### src/pkg/sasq_consts.vh
// register map, field positions, reset values and cycle counts of the scan sequencer
`ifndef SASQ_CONSTS_VH
`define SASQ_CONSTS_VH

// register byte offsets
`define SASQ_OFS_CTL        8'h00
`define SASQ_OFS_TRG        8'h04
`define SASQ_OFS_INTF       8'h08
`define SASQ_OFS_INTE       8'h0C
`define SASQ_OFS_RES0       8'h20
`define SASQ_OFS_RES7       8'h3C

// control register bit positions
`define SASQ_CTL_EN         0
`define SASQ_CTL_SWST       1
`define SASQ_CTL_TRIGGER_ACCEPT_ENABLE      4
`define SASQ_CTL_BUSY       10
`define SASQ_CTL_IDX_LSB    12

// trigger/input select register field positions
`define SASQ_TRG_SMP_LSB    0
`define SASQ_TRG_SRC_LSB    4
`define SASQ_TRG_REP        6
`define SASQ_TRG_ALIGN      7
`define SASQ_TRG_FIRST_LSB  8
`define SASQ_TRG_LAST_LSB   11

// reset values
`define SASQ_SMP_RST        3'h5

// trigger source codes
`define SASQ_SRC_SW         2'h0
`define SASQ_SRC_TMR        2'h1
`define SASQ_SRC_EXT        2'h3

// timing counts in shared clock cycles
`define SASQ_SMP_BASE       5'h04
`define SASQ_CONV_CYC       5'h0B
`define SASQ_STOP_HOLD      2'h2

// bus responses
`define SASQ_RESP_OKAY      2'h0
`define SASQ_RESP_SLVERR    2'h2

`endif

### src/core/sasq_conv_timer.v
// sampling and conversion phase timer for one analog input
`include "sasq_consts.vh"
module sasq_conv_timer (
   // clock and reset
   input  wire       clk,
   input  wire       nrst,
   // control
   input  wire       start,
   input  wire [2:0] smp_code,
   // phase outputs
   output wire       sampling,
   output wire       converting,
   output wire       done
);

   reg        active_reg;
   reg  [4:0] cnt_reg;
   wire [4:0] smp_len;
   wire [4:0] last_cnt;

   assign smp_len    = {2'b00, smp_code} + `SASQ_SMP_BASE;
   assign last_cnt   = smp_len + `SASQ_CONV_CYC - 5'h01;
   assign done       = active_reg & (cnt_reg == last_cnt);
   assign sampling   = active_reg & (cnt_reg < smp_len);
   assign converting = active_reg & ~sampling;

   // start wins over done so back-to-back inputs have no gap cycle
   always @(posedge clk or negedge nrst)
   begin
      if (!nrst)
      begin
         active_reg <= 1'b0;
         cnt_reg    <= 5'h00;
      end
      else if (start)
      begin
         active_reg <= 1'b1;
         cnt_reg    <= 5'h00;
      end
      else if (done)
         active_reg <= 1'b0;
      else if (active_reg)
         cnt_reg <= cnt_reg + 5'h01;
   end

endmodule // sasq_conv_timer

### src/core/sasq_axil_slave.v
// axi4-lite slave front end: channel handshakes and simple register strobes
`include "sasq_consts.vh"
module sasq_axil_slave (
   // clock and reset
   input  wire        clk,
   input  wire        nrst,
   // write address channel
   input  wire [7:0]  s_axi_awaddr,
   input  wire        s_axi_awvalid,
   output wire        s_axi_awready,
   // write data channel
   input  wire [31:0] s_axi_wdata,
   input  wire [3:0]  s_axi_wstrb,
   input  wire        s_axi_wvalid,
   output wire        s_axi_wready,
   // write response channel
   output wire [1:0]  s_axi_bresp,
   output wire        s_axi_bvalid,
   input  wire        s_axi_bready,
   // read address channel
   input  wire [7:0]  s_axi_araddr,
   input  wire        s_axi_arvalid,
   output wire        s_axi_arready,
   // read data channel
   output wire [31:0] s_axi_rdata,
   output wire [1:0]  s_axi_rresp,
   output wire        s_axi_rvalid,
   input  wire        s_axi_rready,
   // register side
   output wire        wr_en,
   output wire [7:0]  wr_addr,
   output wire [31:0] wr_data,
   output wire [3:0]  wr_strb,
   input  wire        wr_ok,
   output wire [7:0]  rd_addr,
   input  wire [31:0] rd_data,
   input  wire        rd_ok
);

   reg        aw_held_reg;
   reg        w_held_reg;
   reg [7:0]  awaddr_reg;
   reg [31:0] wdata_reg;
   reg [3:0]  wstrb_reg;
   reg        bvalid_reg;
   reg [1:0]  bresp_reg;
   reg        rvalid_reg;
   reg [1:0]  rresp_reg;
   reg [31:0] rdata_reg;

   assign s_axi_awready = ~aw_held_reg;
   assign s_axi_wready  = ~w_held_reg;
   assign s_axi_bvalid  = bvalid_reg;
   assign s_axi_bresp   = bresp_reg;
   assign s_axi_arready = ~rvalid_reg;
   assign s_axi_rvalid  = rvalid_reg;
   assign s_axi_rresp   = rresp_reg;
   assign s_axi_rdata   = rdata_reg;
   assign wr_en         = aw_held_reg & w_held_reg & ~bvalid_reg;
   assign wr_addr       = awaddr_reg;
   assign wr_data       = wdata_reg;
   assign wr_strb       = wstrb_reg;
   assign rd_addr       = s_axi_araddr;

   // write: address and data are caught in either order, then one strobe
   always @(posedge clk or negedge nrst)
   begin
      if (!nrst)
      begin
         aw_held_reg <= 1'b0;
         w_held_reg  <= 1'b0;
         awaddr_reg  <= 8'h00;
         wdata_reg   <= 32'h0000_0000;
         wstrb_reg   <= 4'h0;
         bvalid_reg  <= 1'b0;
         bresp_reg   <= `SASQ_RESP_OKAY;
      end
      else
      begin
         if (s_axi_awvalid && !aw_held_reg)
         begin
            aw_held_reg <= 1'b1;
            awaddr_reg  <= s_axi_awaddr;
         end
         if (s_axi_wvalid && !w_held_reg)
         begin
            w_held_reg <= 1'b1;
            wdata_reg  <= s_axi_wdata;
            wstrb_reg  <= s_axi_wstrb;
         end
         if (wr_en)
         begin
            aw_held_reg <= 1'b0;
            w_held_reg  <= 1'b0;
            bvalid_reg  <= 1'b1;
            bresp_reg   <= wr_ok ? `SASQ_RESP_OKAY : `SASQ_RESP_SLVERR;
         end
         else if (bvalid_reg && s_axi_bready)
            bvalid_reg <= 1'b0;
      end
   end

   // read: data is sampled at the address handshake
   always @(posedge clk or negedge nrst)
   begin
      if (!nrst)
      begin
         rvalid_reg <= 1'b0;
         rresp_reg  <= `SASQ_RESP_OKAY;
         rdata_reg  <= 32'h0000_0000;
      end
      else if (s_axi_arvalid && !rvalid_reg)
      begin
         rvalid_reg <= 1'b1;
         rresp_reg  <= rd_ok ? `SASQ_RESP_OKAY : `SASQ_RESP_SLVERR;
         rdata_reg  <= rd_ok ? rd_data : 32'h0000_0000;
      end
      else if (rvalid_reg && s_axi_rready)
         rvalid_reg <= 1'b0;
   end

endmodule // sasq_axil_slave

### src/core/sasq_top.v
// scan sequencer for a 10-bit successive-approximation converter channel
`include "sasq_consts.vh"
module sasq_top (
   // shared timer clock and reset
   input  wire        sys_clk,
   input  wire        nrst,
   // axi4-lite write address channel
   input  wire [7:0]  s_axi_awaddr,
   input  wire        s_axi_awvalid,
   output wire        s_axi_awready,
   // axi4-lite write data channel
   input  wire [31:0] s_axi_wdata,
   input  wire [3:0]  s_axi_wstrb,
   input  wire        s_axi_wvalid,
   output wire        s_axi_wready,
   // axi4-lite write response channel
   output wire [1:0]  s_axi_bresp,
   output wire        s_axi_bvalid,
   input  wire        s_axi_bready,
   // axi4-lite read address channel
   input  wire [7:0]  s_axi_araddr,
   input  wire        s_axi_arvalid,
   output wire        s_axi_arready,
   // axi4-lite read data channel
   output wire [31:0] s_axi_rdata,
   output wire [1:0]  s_axi_rresp,
   output wire        s_axi_rvalid,
   input  wire        s_axi_rready,
   // trigger sources
   input  wire        tmr_underflow,
   input  wire        ext_trigger_pin_n,
   // analog core
   output wire        adc_sample,
   output wire        adc_convert,
   output wire [2:0]  adc_input_sel,
   input  wire [9:0]  adc_result_data,
   // interrupt request
   output wire        irq
);

   localparam [2:0] ST_IDLE = 3'b001;
   localparam [2:0] ST_SYNC = 3'b010;
   localparam [2:0] ST_RUN  = 3'b100;
   localparam [2:0] IDX_MAX = 3'h7;

   // control and configuration
   reg        block_enable_reg;
   reg        trigger_accept_enable_reg;
   reg [2:0]  first_input_select_reg;
   reg [2:0]  last_input_select_reg;
   reg        result_alignment_select_reg;
   reg        repeat_scan_select_reg;
   reg [1:0]  trigger_source_select_reg;
   reg [2:0]  sample_cycle_count_reg;
   reg [15:0] inte_reg;
   // status
   reg [15:0] intf_reg;
   reg [15:0] intf_next;
   reg [2:0]  st_reg;
   reg [2:0]  st_next;
   reg [2:0]  current_input_index_reg;
   reg [2:0]  idx_next;
   reg        stop_req_reg;
   reg        stop_next;
   reg [1:0]  stop_hold_reg;
   reg [9:0]  res_mem [0:7];
   // pin synchroniser and edge detect
   reg        ext_s1_reg;
   reg        ext_s2_reg;
   reg        ext_s3_reg;
   // bus decode
   reg        ctl_wr;
   reg        trg_wr;
   reg        intf_wr;
   reg        inte_wr;
   reg        wr_ok;
   reg        rd_ok;
   reg [31:0] rd_data;
   reg        tmr_start;
   integer    i;

   wire        wr_en;
   wire [7:0]  wr_addr;
   wire [31:0] wr_data;
   wire [3:0]  wr_strb;
   wire [7:0]  rd_addr;
   wire        tmr_done;
   wire        busy;
   wire        conversion_active_status;
   wire [15:0] ctl_rd;
   wire [15:0] trg_rd;
   wire [15:0] ctl_new;
   wire [15:0] trg_new;
   wire [15:0] inte_new;
   wire [15:0] clr_mask;
   wire [7:0]  done_vec;
   wire [7:0]  ovr_vec;
   wire        ext_fall;
   wire        sw_go;
   wire        sw_stop;
   wire        hw_trig;
   wire        accept;
   wire        at_last;

   // byte-lane mask for the low half-word
   function [15:0] lane_mask;
      input [1:0] strb;
      begin
         lane_mask = {{8{strb[1]}}, {8{strb[0]}}};
      end
   endfunction

   // merge written lanes into an old value
   function [15:0] lane_merge;
      input [15:0] old;
      input [15:0] data;
      input [1:0]  strb;
      begin
         lane_merge = (old & ~lane_mask(strb)) | (data & lane_mask(strb));
      end
   endfunction

   sasq_axil_slave u_bus (
      .clk           (sys_clk),
      .nrst          (nrst),
      .s_axi_awaddr  (s_axi_awaddr),
      .s_axi_awvalid (s_axi_awvalid),
      .s_axi_awready (s_axi_awready),
      .s_axi_wdata   (s_axi_wdata),
      .s_axi_wstrb   (s_axi_wstrb),
      .s_axi_wvalid  (s_axi_wvalid),
      .s_axi_wready  (s_axi_wready),
      .s_axi_bresp   (s_axi_bresp),
      .s_axi_bvalid  (s_axi_bvalid),
      .s_axi_bready  (s_axi_bready),
      .s_axi_araddr  (s_axi_araddr),
      .s_axi_arvalid (s_axi_arvalid),
      .s_axi_arready (s_axi_arready),
      .s_axi_rdata   (s_axi_rdata),
      .s_axi_rresp   (s_axi_rresp),
      .s_axi_rvalid  (s_axi_rvalid),
      .s_axi_rready  (s_axi_rready),
      .wr_en         (wr_en),
      .wr_addr       (wr_addr),
      .wr_data       (wr_data),
      .wr_strb       (wr_strb),
      .wr_ok         (wr_ok),
      .rd_addr       (rd_addr),
      .rd_data       (rd_data),
      .rd_ok         (rd_ok)
   );

   // the timer runs on the same clock as the rest of the block
   sasq_conv_timer u_tmr (
      .clk        (sys_clk),
      .nrst       (nrst),
      .start      (tmr_start),
      .smp_code   (sample_cycle_count_reg),
      .sampling   (adc_sample),
      .converting (adc_convert),
      .done       (tmr_done)
   );

   assign busy                     = ~st_reg[0];
   assign conversion_active_status = busy;
   assign adc_input_sel            = current_input_index_reg;
   assign ctl_rd = {1'b0, current_input_index_reg, 1'b0, conversion_active_status,
                    5'h00, trigger_accept_enable_reg, 2'h0, busy, block_enable_reg};
   assign trg_rd = {2'h0, last_input_select_reg, first_input_select_reg,
                    result_alignment_select_reg, repeat_scan_select_reg,
                    trigger_source_select_reg, 1'b0, sample_cycle_count_reg};
   assign ctl_new  = lane_merge(ctl_rd, wr_data[15:0], wr_strb[1:0]);
   assign trg_new  = lane_merge(trg_rd, wr_data[15:0], wr_strb[1:0]);
   assign inte_new = lane_merge(inte_reg, wr_data[15:0], wr_strb[1:0]);

   // write address decode
   always @*
   begin
      ctl_wr  = 1'b0;
      trg_wr  = 1'b0;
      intf_wr = 1'b0;
      inte_wr = 1'b0;
      wr_ok   = 1'b1;
      if (wr_addr == `SASQ_OFS_CTL)
         ctl_wr = wr_en;
      else if (wr_addr == `SASQ_OFS_TRG)
         trg_wr = wr_en;
      else if (wr_addr == `SASQ_OFS_INTF)
         intf_wr = wr_en;
      else if (wr_addr == `SASQ_OFS_INTE)
         inte_wr = wr_en;
      else if ((wr_addr >= `SASQ_OFS_RES0) && (wr_addr <= `SASQ_OFS_RES7)
               && (wr_addr[1:0] == 2'b00))
         wr_ok = 1'b1;
      else
         wr_ok = 1'b0;
   end

   // read address decode; results re-align at once when alignment changes
   always @*
   begin
      rd_ok   = 1'b1;
      rd_data = 32'h0000_0000;
      if (rd_addr == `SASQ_OFS_CTL)
         rd_data = {16'h0000, ctl_rd};
      else if (rd_addr == `SASQ_OFS_TRG)
         rd_data = {16'h0000, trg_rd};
      else if (rd_addr == `SASQ_OFS_INTF)
         rd_data = {16'h0000, intf_reg};
      else if (rd_addr == `SASQ_OFS_INTE)
         rd_data = {16'h0000, inte_reg};
      else if ((rd_addr >= `SASQ_OFS_RES0) && (rd_addr <= `SASQ_OFS_RES7)
               && (rd_addr[1:0] == 2'b00))
      begin
         if (result_alignment_select_reg)
            rd_data = {16'h0000, res_mem[rd_addr[4:2]], 6'h00};
         else
            rd_data = {16'h0000, 6'h00, res_mem[rd_addr[4:2]]};
      end
      else
         rd_ok = 1'b0;
   end

   // trigger sources
   assign ext_fall = ext_s3_reg & ~ext_s2_reg;
   assign sw_go    = ctl_wr & ctl_new[`SASQ_CTL_SWST] & ctl_new[`SASQ_CTL_TRIGGER_ACCEPT_ENABLE]
                     & ctl_new[`SASQ_CTL_EN]
                     & (trigger_source_select_reg == `SASQ_SRC_SW);
   assign hw_trig  = trigger_accept_enable_reg & block_enable_reg
                     & (((trigger_source_select_reg == `SASQ_SRC_TMR) & tmr_underflow)
                     | ((trigger_source_select_reg == `SASQ_SRC_EXT) & ext_fall));
   assign accept   = (sw_go | hw_trig) & st_reg[0];

   // a zero written to the start bit is ignored briefly after a one
   assign sw_stop  = busy & ctl_wr & ((~ctl_new[`SASQ_CTL_SWST] & (stop_hold_reg == 2'h0))
                     | ~ctl_new[`SASQ_CTL_EN]);
   assign at_last  = current_input_index_reg >= last_input_select_reg;

   // sequence control
   always @*
   begin
      st_next   = st_reg;
      idx_next  = current_input_index_reg;
      stop_next = stop_req_reg | sw_stop;
      tmr_start = 1'b0;
      case (st_reg)
         ST_IDLE:
         begin
            stop_next = 1'b0;
            if (accept)
            begin
               st_next  = ST_SYNC;
               idx_next = first_input_select_reg;
            end
         end
         ST_SYNC:
         begin
            tmr_start = 1'b1;
            st_next   = ST_RUN;
         end
         ST_RUN:
         begin
            if (tmr_done)
            begin
               if (stop_next || (at_last && !repeat_scan_select_reg))
               begin
                  st_next = ST_IDLE;
                  if (current_input_index_reg == IDX_MAX)
                     idx_next = 3'h0;
               end
               else
               begin
                  tmr_start = 1'b1;
                  if (at_last)
                     idx_next = first_input_select_reg;
                  else
                     idx_next = current_input_index_reg + 3'h1;
               end
            end
         end
         default:
            st_next = ST_IDLE;
      endcase
   end

   // per-input events; a new event wins over a same-cycle clear
   assign done_vec = tmr_done ? (8'h01 << current_input_index_reg) : 8'h00;
   assign ovr_vec  = done_vec & intf_reg[7:0];
   assign clr_mask = intf_wr ? (wr_data[15:0] & lane_mask(wr_strb[1:0])) : 16'h0000;

   always @*
   begin
      intf_next = (intf_reg & ~clr_mask) | {ovr_vec, done_vec};
   end

   assign irq = |(intf_reg & inte_reg);

   // state, status and result storage
   always @(posedge sys_clk or negedge nrst)
   begin
      if (!nrst)
      begin
         st_reg                  <= ST_IDLE;
         current_input_index_reg <= 3'h0;
         stop_req_reg            <= 1'b0;
         stop_hold_reg           <= 2'h0;
         intf_reg                <= 16'h0000;
         for (i = 0; i < 8; i = i + 1)
            res_mem[i] <= 10'h000;
      end
      else
      begin
         st_reg                  <= st_next;
         current_input_index_reg <= idx_next;
         stop_req_reg            <= stop_next;
         intf_reg                <= intf_next;
         if (ctl_wr && ctl_new[`SASQ_CTL_SWST] && (wr_strb[0]))
            stop_hold_reg <= `SASQ_STOP_HOLD;
         else if (stop_hold_reg != 2'h0)
            stop_hold_reg <= stop_hold_reg - 2'h1;
         if (tmr_done)
            res_mem[current_input_index_reg] <= adc_result_data;
      end
   end

   // software-written configuration; select register is frozen while busy
   always @(posedge sys_clk or negedge nrst)
   begin
      if (!nrst)
      begin
         block_enable_reg            <= 1'b0;
         trigger_accept_enable_reg   <= 1'b0;
         first_input_select_reg      <= 3'h0;
         last_input_select_reg       <= 3'h0;
         result_alignment_select_reg <= 1'b0;
         repeat_scan_select_reg      <= 1'b0;
         trigger_source_select_reg   <= `SASQ_SRC_SW;
         sample_cycle_count_reg      <= `SASQ_SMP_RST;
         inte_reg                    <= 16'h0000;
      end
      else
      begin
         if (ctl_wr)
         begin
            block_enable_reg          <= ctl_new[`SASQ_CTL_EN];
            trigger_accept_enable_reg <= ctl_new[`SASQ_CTL_TRIGGER_ACCEPT_ENABLE];
         end
         if (trg_wr && !busy)
         begin
            last_input_select_reg       <= trg_new[`SASQ_TRG_LAST_LSB +: 3];
            first_input_select_reg      <= trg_new[`SASQ_TRG_FIRST_LSB +: 3];
            result_alignment_select_reg <= trg_new[`SASQ_TRG_ALIGN];
            repeat_scan_select_reg      <= trg_new[`SASQ_TRG_REP];
            trigger_source_select_reg   <= trg_new[`SASQ_TRG_SRC_LSB +: 2];
            sample_cycle_count_reg      <= trg_new[`SASQ_TRG_SMP_LSB +: 3];
         end
         if (inte_wr)
            inte_reg <= inte_new;
      end
   end

   // external trigger pin: two-stage synchroniser plus edge history
   always @(posedge sys_clk or negedge nrst)
   begin
      if (!nrst)
      begin
         ext_s1_reg <= 1'b1;
         ext_s2_reg <= 1'b1;
         ext_s3_reg <= 1'b1;
      end
      else
      begin
         ext_s1_reg <= ext_trigger_pin_n;
         ext_s2_reg <= ext_s1_reg;
         ext_s3_reg <= ext_s2_reg;
      end
   end

endmodule // sasq_top

### config.mk
export PLATFORM = sky130hd
export DESIGN_NAME = sasq_top
export DESIGN_NICKNAME = d
export VERILOG_FILES = /design/src/core/sasq_conv_timer.v /design/src/core/sasq_axil_slave.v /design/src/core/sasq_top.v
export VERILOG_INCLUDE_DIRS = /design/src /design/src/pkg
export SDC_FILE = /design/constraint.sdc
export NUM_CORES = 1
export LEC_CHECK = 0
export BUFFER_PORTS_ARGS = -buffer_cell sky130_fd_sc_hd__buf_2
export CAP_MARGIN = 25
export CORE_UTILIZATION = 55
export CTS_CLUSTER_DIAMETER = 80
export DETAILED_ROUTE_END_ITERATION = 8
export PLACE_DENSITY = 0.76
export SLEW_MARGIN = 5
export SYNTH_ARGS = -nofsm -noshare
export SYNTH_HDL_FRONTEND = slang
export SYNTH_SLANG_ARGS = --single-unit
export TNS_END_PERCENT = 50
### constraint.sdc
create_clock -name sys_clk -period 6.7 [get_ports sys_clk]
set_clock_uncertainty 0.1 [all_clocks]
set_input_delay 1.005 -clock sys_clk [delete_from_list [all_inputs] [get_ports sys_clk]]
set_output_delay 1.005 -clock sys_clk [all_outputs]
set_load 0.1 [all_outputs]
==> results.md <==
- The area growth from synthesis to layout is 12.5%.
- Leaving out fill and tap cells, the most frequent cell in the layout is dfrtp_1.
- The H-tree was split into 4 levels.
- Dividing total power by cell area gives a power density of 350 nW/um^2.
- For this run, asynchronously set or reset flops after synthesis account for 100%.
- For the pin with the worst max-slew slack, the measured transition is 0.861 ns.
- At the later pin of the worst-skew pair, clock insertion delay measures 0.43 ns.
- The met3 track utilization from global routing is 4.95%.
- IR analysis of the VDD net gives a maximum drop of 0.340 mV.
- In this run the power spent charging and discharging nets is 1280 uW.
- During synthesis, Yosys emitted a total of 0 warnings.
- The number of CTS-inserted buffers is 17.
- Counting distinct cell types in the post-synthesis netlist gives 66.
- The flow ran to the end, and the final reports show no timing, DRC or antenna violations.
- For met1 alone, demand over resource in global routing was 37.6%.
- After detailed routing, the number of remaining DRC violations is 0.
- Setup repair after global routing left no endpoint under its margin.
- Sequential cells were found to cover 51.1% of the synthesized design area.
- Clock tree synthesis selected as its root buffer the cell clkbuf_16.
- The die covers 17,700 sq um.
- In this run the remaining antenna-violating nets after routing total 0.
- Buffers added to address setup during post-CTS repair amount to 0.
- Setup violations remaining at the end of the flow were counted as 0.
- Among cell families on the critical path, the largest total delay comes from buffers and inverters.
- The cell area that synthesis handed to floorplanning was 9470 sq um.
- The initial antenna violation count was 0.
- The largest individual stage delay along the critical path comes from the cell buf_2.
- The clock transition time at the flip-flop clock pins of the worst setup and hold paths is 0.07 ns.
- The maximum fanout along the worst path is 4.
- Cell internal power was estimated by the tool at 2440 uW.
- The share of the core filled with cells is 63.8%.
- Once the floorplan was initialized, standard cells occupied 56.7% of the core.
- The library cells used most frequently in the layout, excluding fill and tap cells, are dfrtp_1 (187), mux2_2 (138), buf_2 (80), nand2_1 (71), o21ai_0 (25).
- The count of pins on the block boundary is 118.
- The worst-case setup margin in the final layout is 3.20 ns.
- The number of buffer cells added on primary ports is 81.
- The average wire per standard cell is 21.4 microns.
- The HPWL reported at the end of detailed placement is 15,800 microns.
- The busiest layer in global routing is met2.
- Of the cells placed in the final design, the portion with a size suffix greater than 1 is 36.5%.
- The core area is 16,700 sq um.
- Combinational logic is responsible for 26.5% of the overall power.
- The clock passes through at most 2 buffers.
- The hold-fix buffer count after cts is 0.
- Across all layers, the routed design uses 6,547 vias.
- The placed cell count is 1,024.
- The endpoint arrival time on the critical path is 2.40 ns.
- The start-to-end type of the worst setup path is reg2out.
- Measured against its own limit, the worst slew margin works out to 42.2%.
- Timing analysis after detailed placement gives a worst setup slack of 3.20 ns.
- The die is 133 microns tall.
- The upper clock frequency limit is 0.285 GHz.
- The first detailed-routing pass took 5 iterations.
- The worst stage delay on the critical path is 0.41 ns.
- The first routing iteration left 494 violations.
- The element type at the critical path end is an output pin.
- The proportion of power drawn by flip-flops and latches is 43.8%.
- The count of buffer and inverter cells on the critical path is 2.
- Counting I/O delays and the setup requirement, the final critical path takes 3.50 ns.
- The most used flip-flop cell after synthesis is dfrtp_1.
- The worst setup path is launched from a register.
- For this design, the sink count on the clock tree is 193.
- The TritonCTS clock tree is yes.
- After technology mapping, the gate count stands at 745.
- The net count reported at finish is 911.
- The number of slew-limit violations in the final report is 0.
- The first global-routing pass estimated 36,400 microns of wire.
- The critical path data required time is 5.59 ns.
- The number of diodes is 0.
- In this run, post-CTS repair resized a total of 0 instances.
- The final cycle utilization of the critical path is 52.3%.
- Walking the worst path, the cells encountered are inv_1, ha_1, nor2b_1, o21a_1, o21ai_0, and3_1, buf_2.
- The sum of routed wire length over all layers is 22,500 microns.
- The clock network fraction of design power is 29.6%.
- The count of final hold-check violations is 0.
- The chip width is 133 microns.
- The total overflow left after global routing is 0.
- The cell row count is 47.
- The final weighted congestion in routability-driven placement is 0.932.
- The count of non-filler cells in the finished layout is 1,055.
- The worst hold-check path type is reg2reg.
- For this run, the total global-route usage over all layers was measured as 26.9%.
- The net switching share of the total power is 34.4%.
- The largest net degree at the start of global routing is 84.
- In the global route stage, met2 resource usage came out at 42.8%.
- After routing, the total negative slack on setup checks comes to 0 ns.
- Max-cap violations in this run came to 0.
- The via count of the first global-routing pass came to 6,666.
- The flip-flop and latch count after synthesis is 193.
- The analysis attributes to cell leakage a power of 0.00486 uW.
- The number of enable flip-flop cells after synthesis is 0.
- Dividing the synthesized area by the synthesized cell count gives 12.7 sq um.
- The detailed-route vias per instance is 6.21.
## metrics by stage
stage          total power (uW)  hold slack [ns]  instance area [sq um]
2_1_floorplan              2360            0.245                   9530
3_3_place_gp               2560            0.248                  10000
3_5_place_dp               2630            0.251                  10000
4_1_cts                    3740            0.256                  10700
5_1_grt                    3900            0.263                  10700
6_report                   3730            0.256                  10700
## cells in the mapped netlist (12+ instances only)
library cell / count / area [sq um]
a21oi_1: 12 / 60.1
a22o_1: 15 / 131
a32o_1: 17 / 170
buf_4: 18 / 135
dfrtp_1: 187 / 4680
ha_1: 17 / 213
inv_1: 19 / 71.3
mux2_2: 138 / 1550
mux2i_1: 18 / 180
mux4_2: 19 / 428
nand2_1: 71 / 267
nand2b_1: 13 / 81.3
nor2_1: 13 / 48.8
nor2b_1: 12 / 75.1
o21ai_0: 25 / 125
o22ai_1: 13 / 81.3
## power by group through the flow
stage | Sequential, uW | Clock (uW) | Combinational [uW]
2_1_floorplan | 1610 | 0 | 752
3_3_place_gp | 1630 | 0 | 938
3_5_place_dp | 1650 | 0 | 987
4_1_cts | 1630 | 1110 | 993
5_1_grt | 1660 | 1160 | 1070
6_report | 1630 | 1100 | 989
## area by class of cell
cell class                      count  area [sq um]
Timing Repair Buffer               86           449
Clock buffer                       21           460
Multi-Input combinational cell    504          4370
Inverter                           21          78.8
Tap cell                          220           275
Clock inverter                     10           181
Fill cell                        1271          6050
Sequential cell                   193          4840
## cell families (layout without fill, tap and decap cells)
logic type	Yosys count	count (layout)	share of synthesized area [%]
flops	193	193	51.1
mux	177	177	23.1
simple gates	159	159	9.80
compound gates	129	129	9.95
buf+inv	65	138	3.41
fa+ha+maj	17	17	2.25
xor+xnor	4	4	0.370
other cells	1	18	0.0396
## path summary, 6_finish.rpt
path,slack [ns],cells after the start,start,to
min reg2reg,0.26,0,ext_s1_reg,ext_s2_reg
min in group asynchronous,0.50,1,nrst,u_bus.s_axi_bvalid
max,3.20,7,register,adc_sample
max reg2reg,3.27,8,adc_input_sel[0],adc_input_sel[2]
max in group asynchronous,4.74,2,nrst,res_mem[75]
min,0.26,0,ext_s1_reg,ext_s2_reg
## layer usage
metal	vias up	part of all wire (%)
li1	2886	-
met1	3394	44
met2	231	48
met3	36	6.0
met4	0	1.8
met5	-	0
Note: power is estimated with default switching activity, not from simulation.
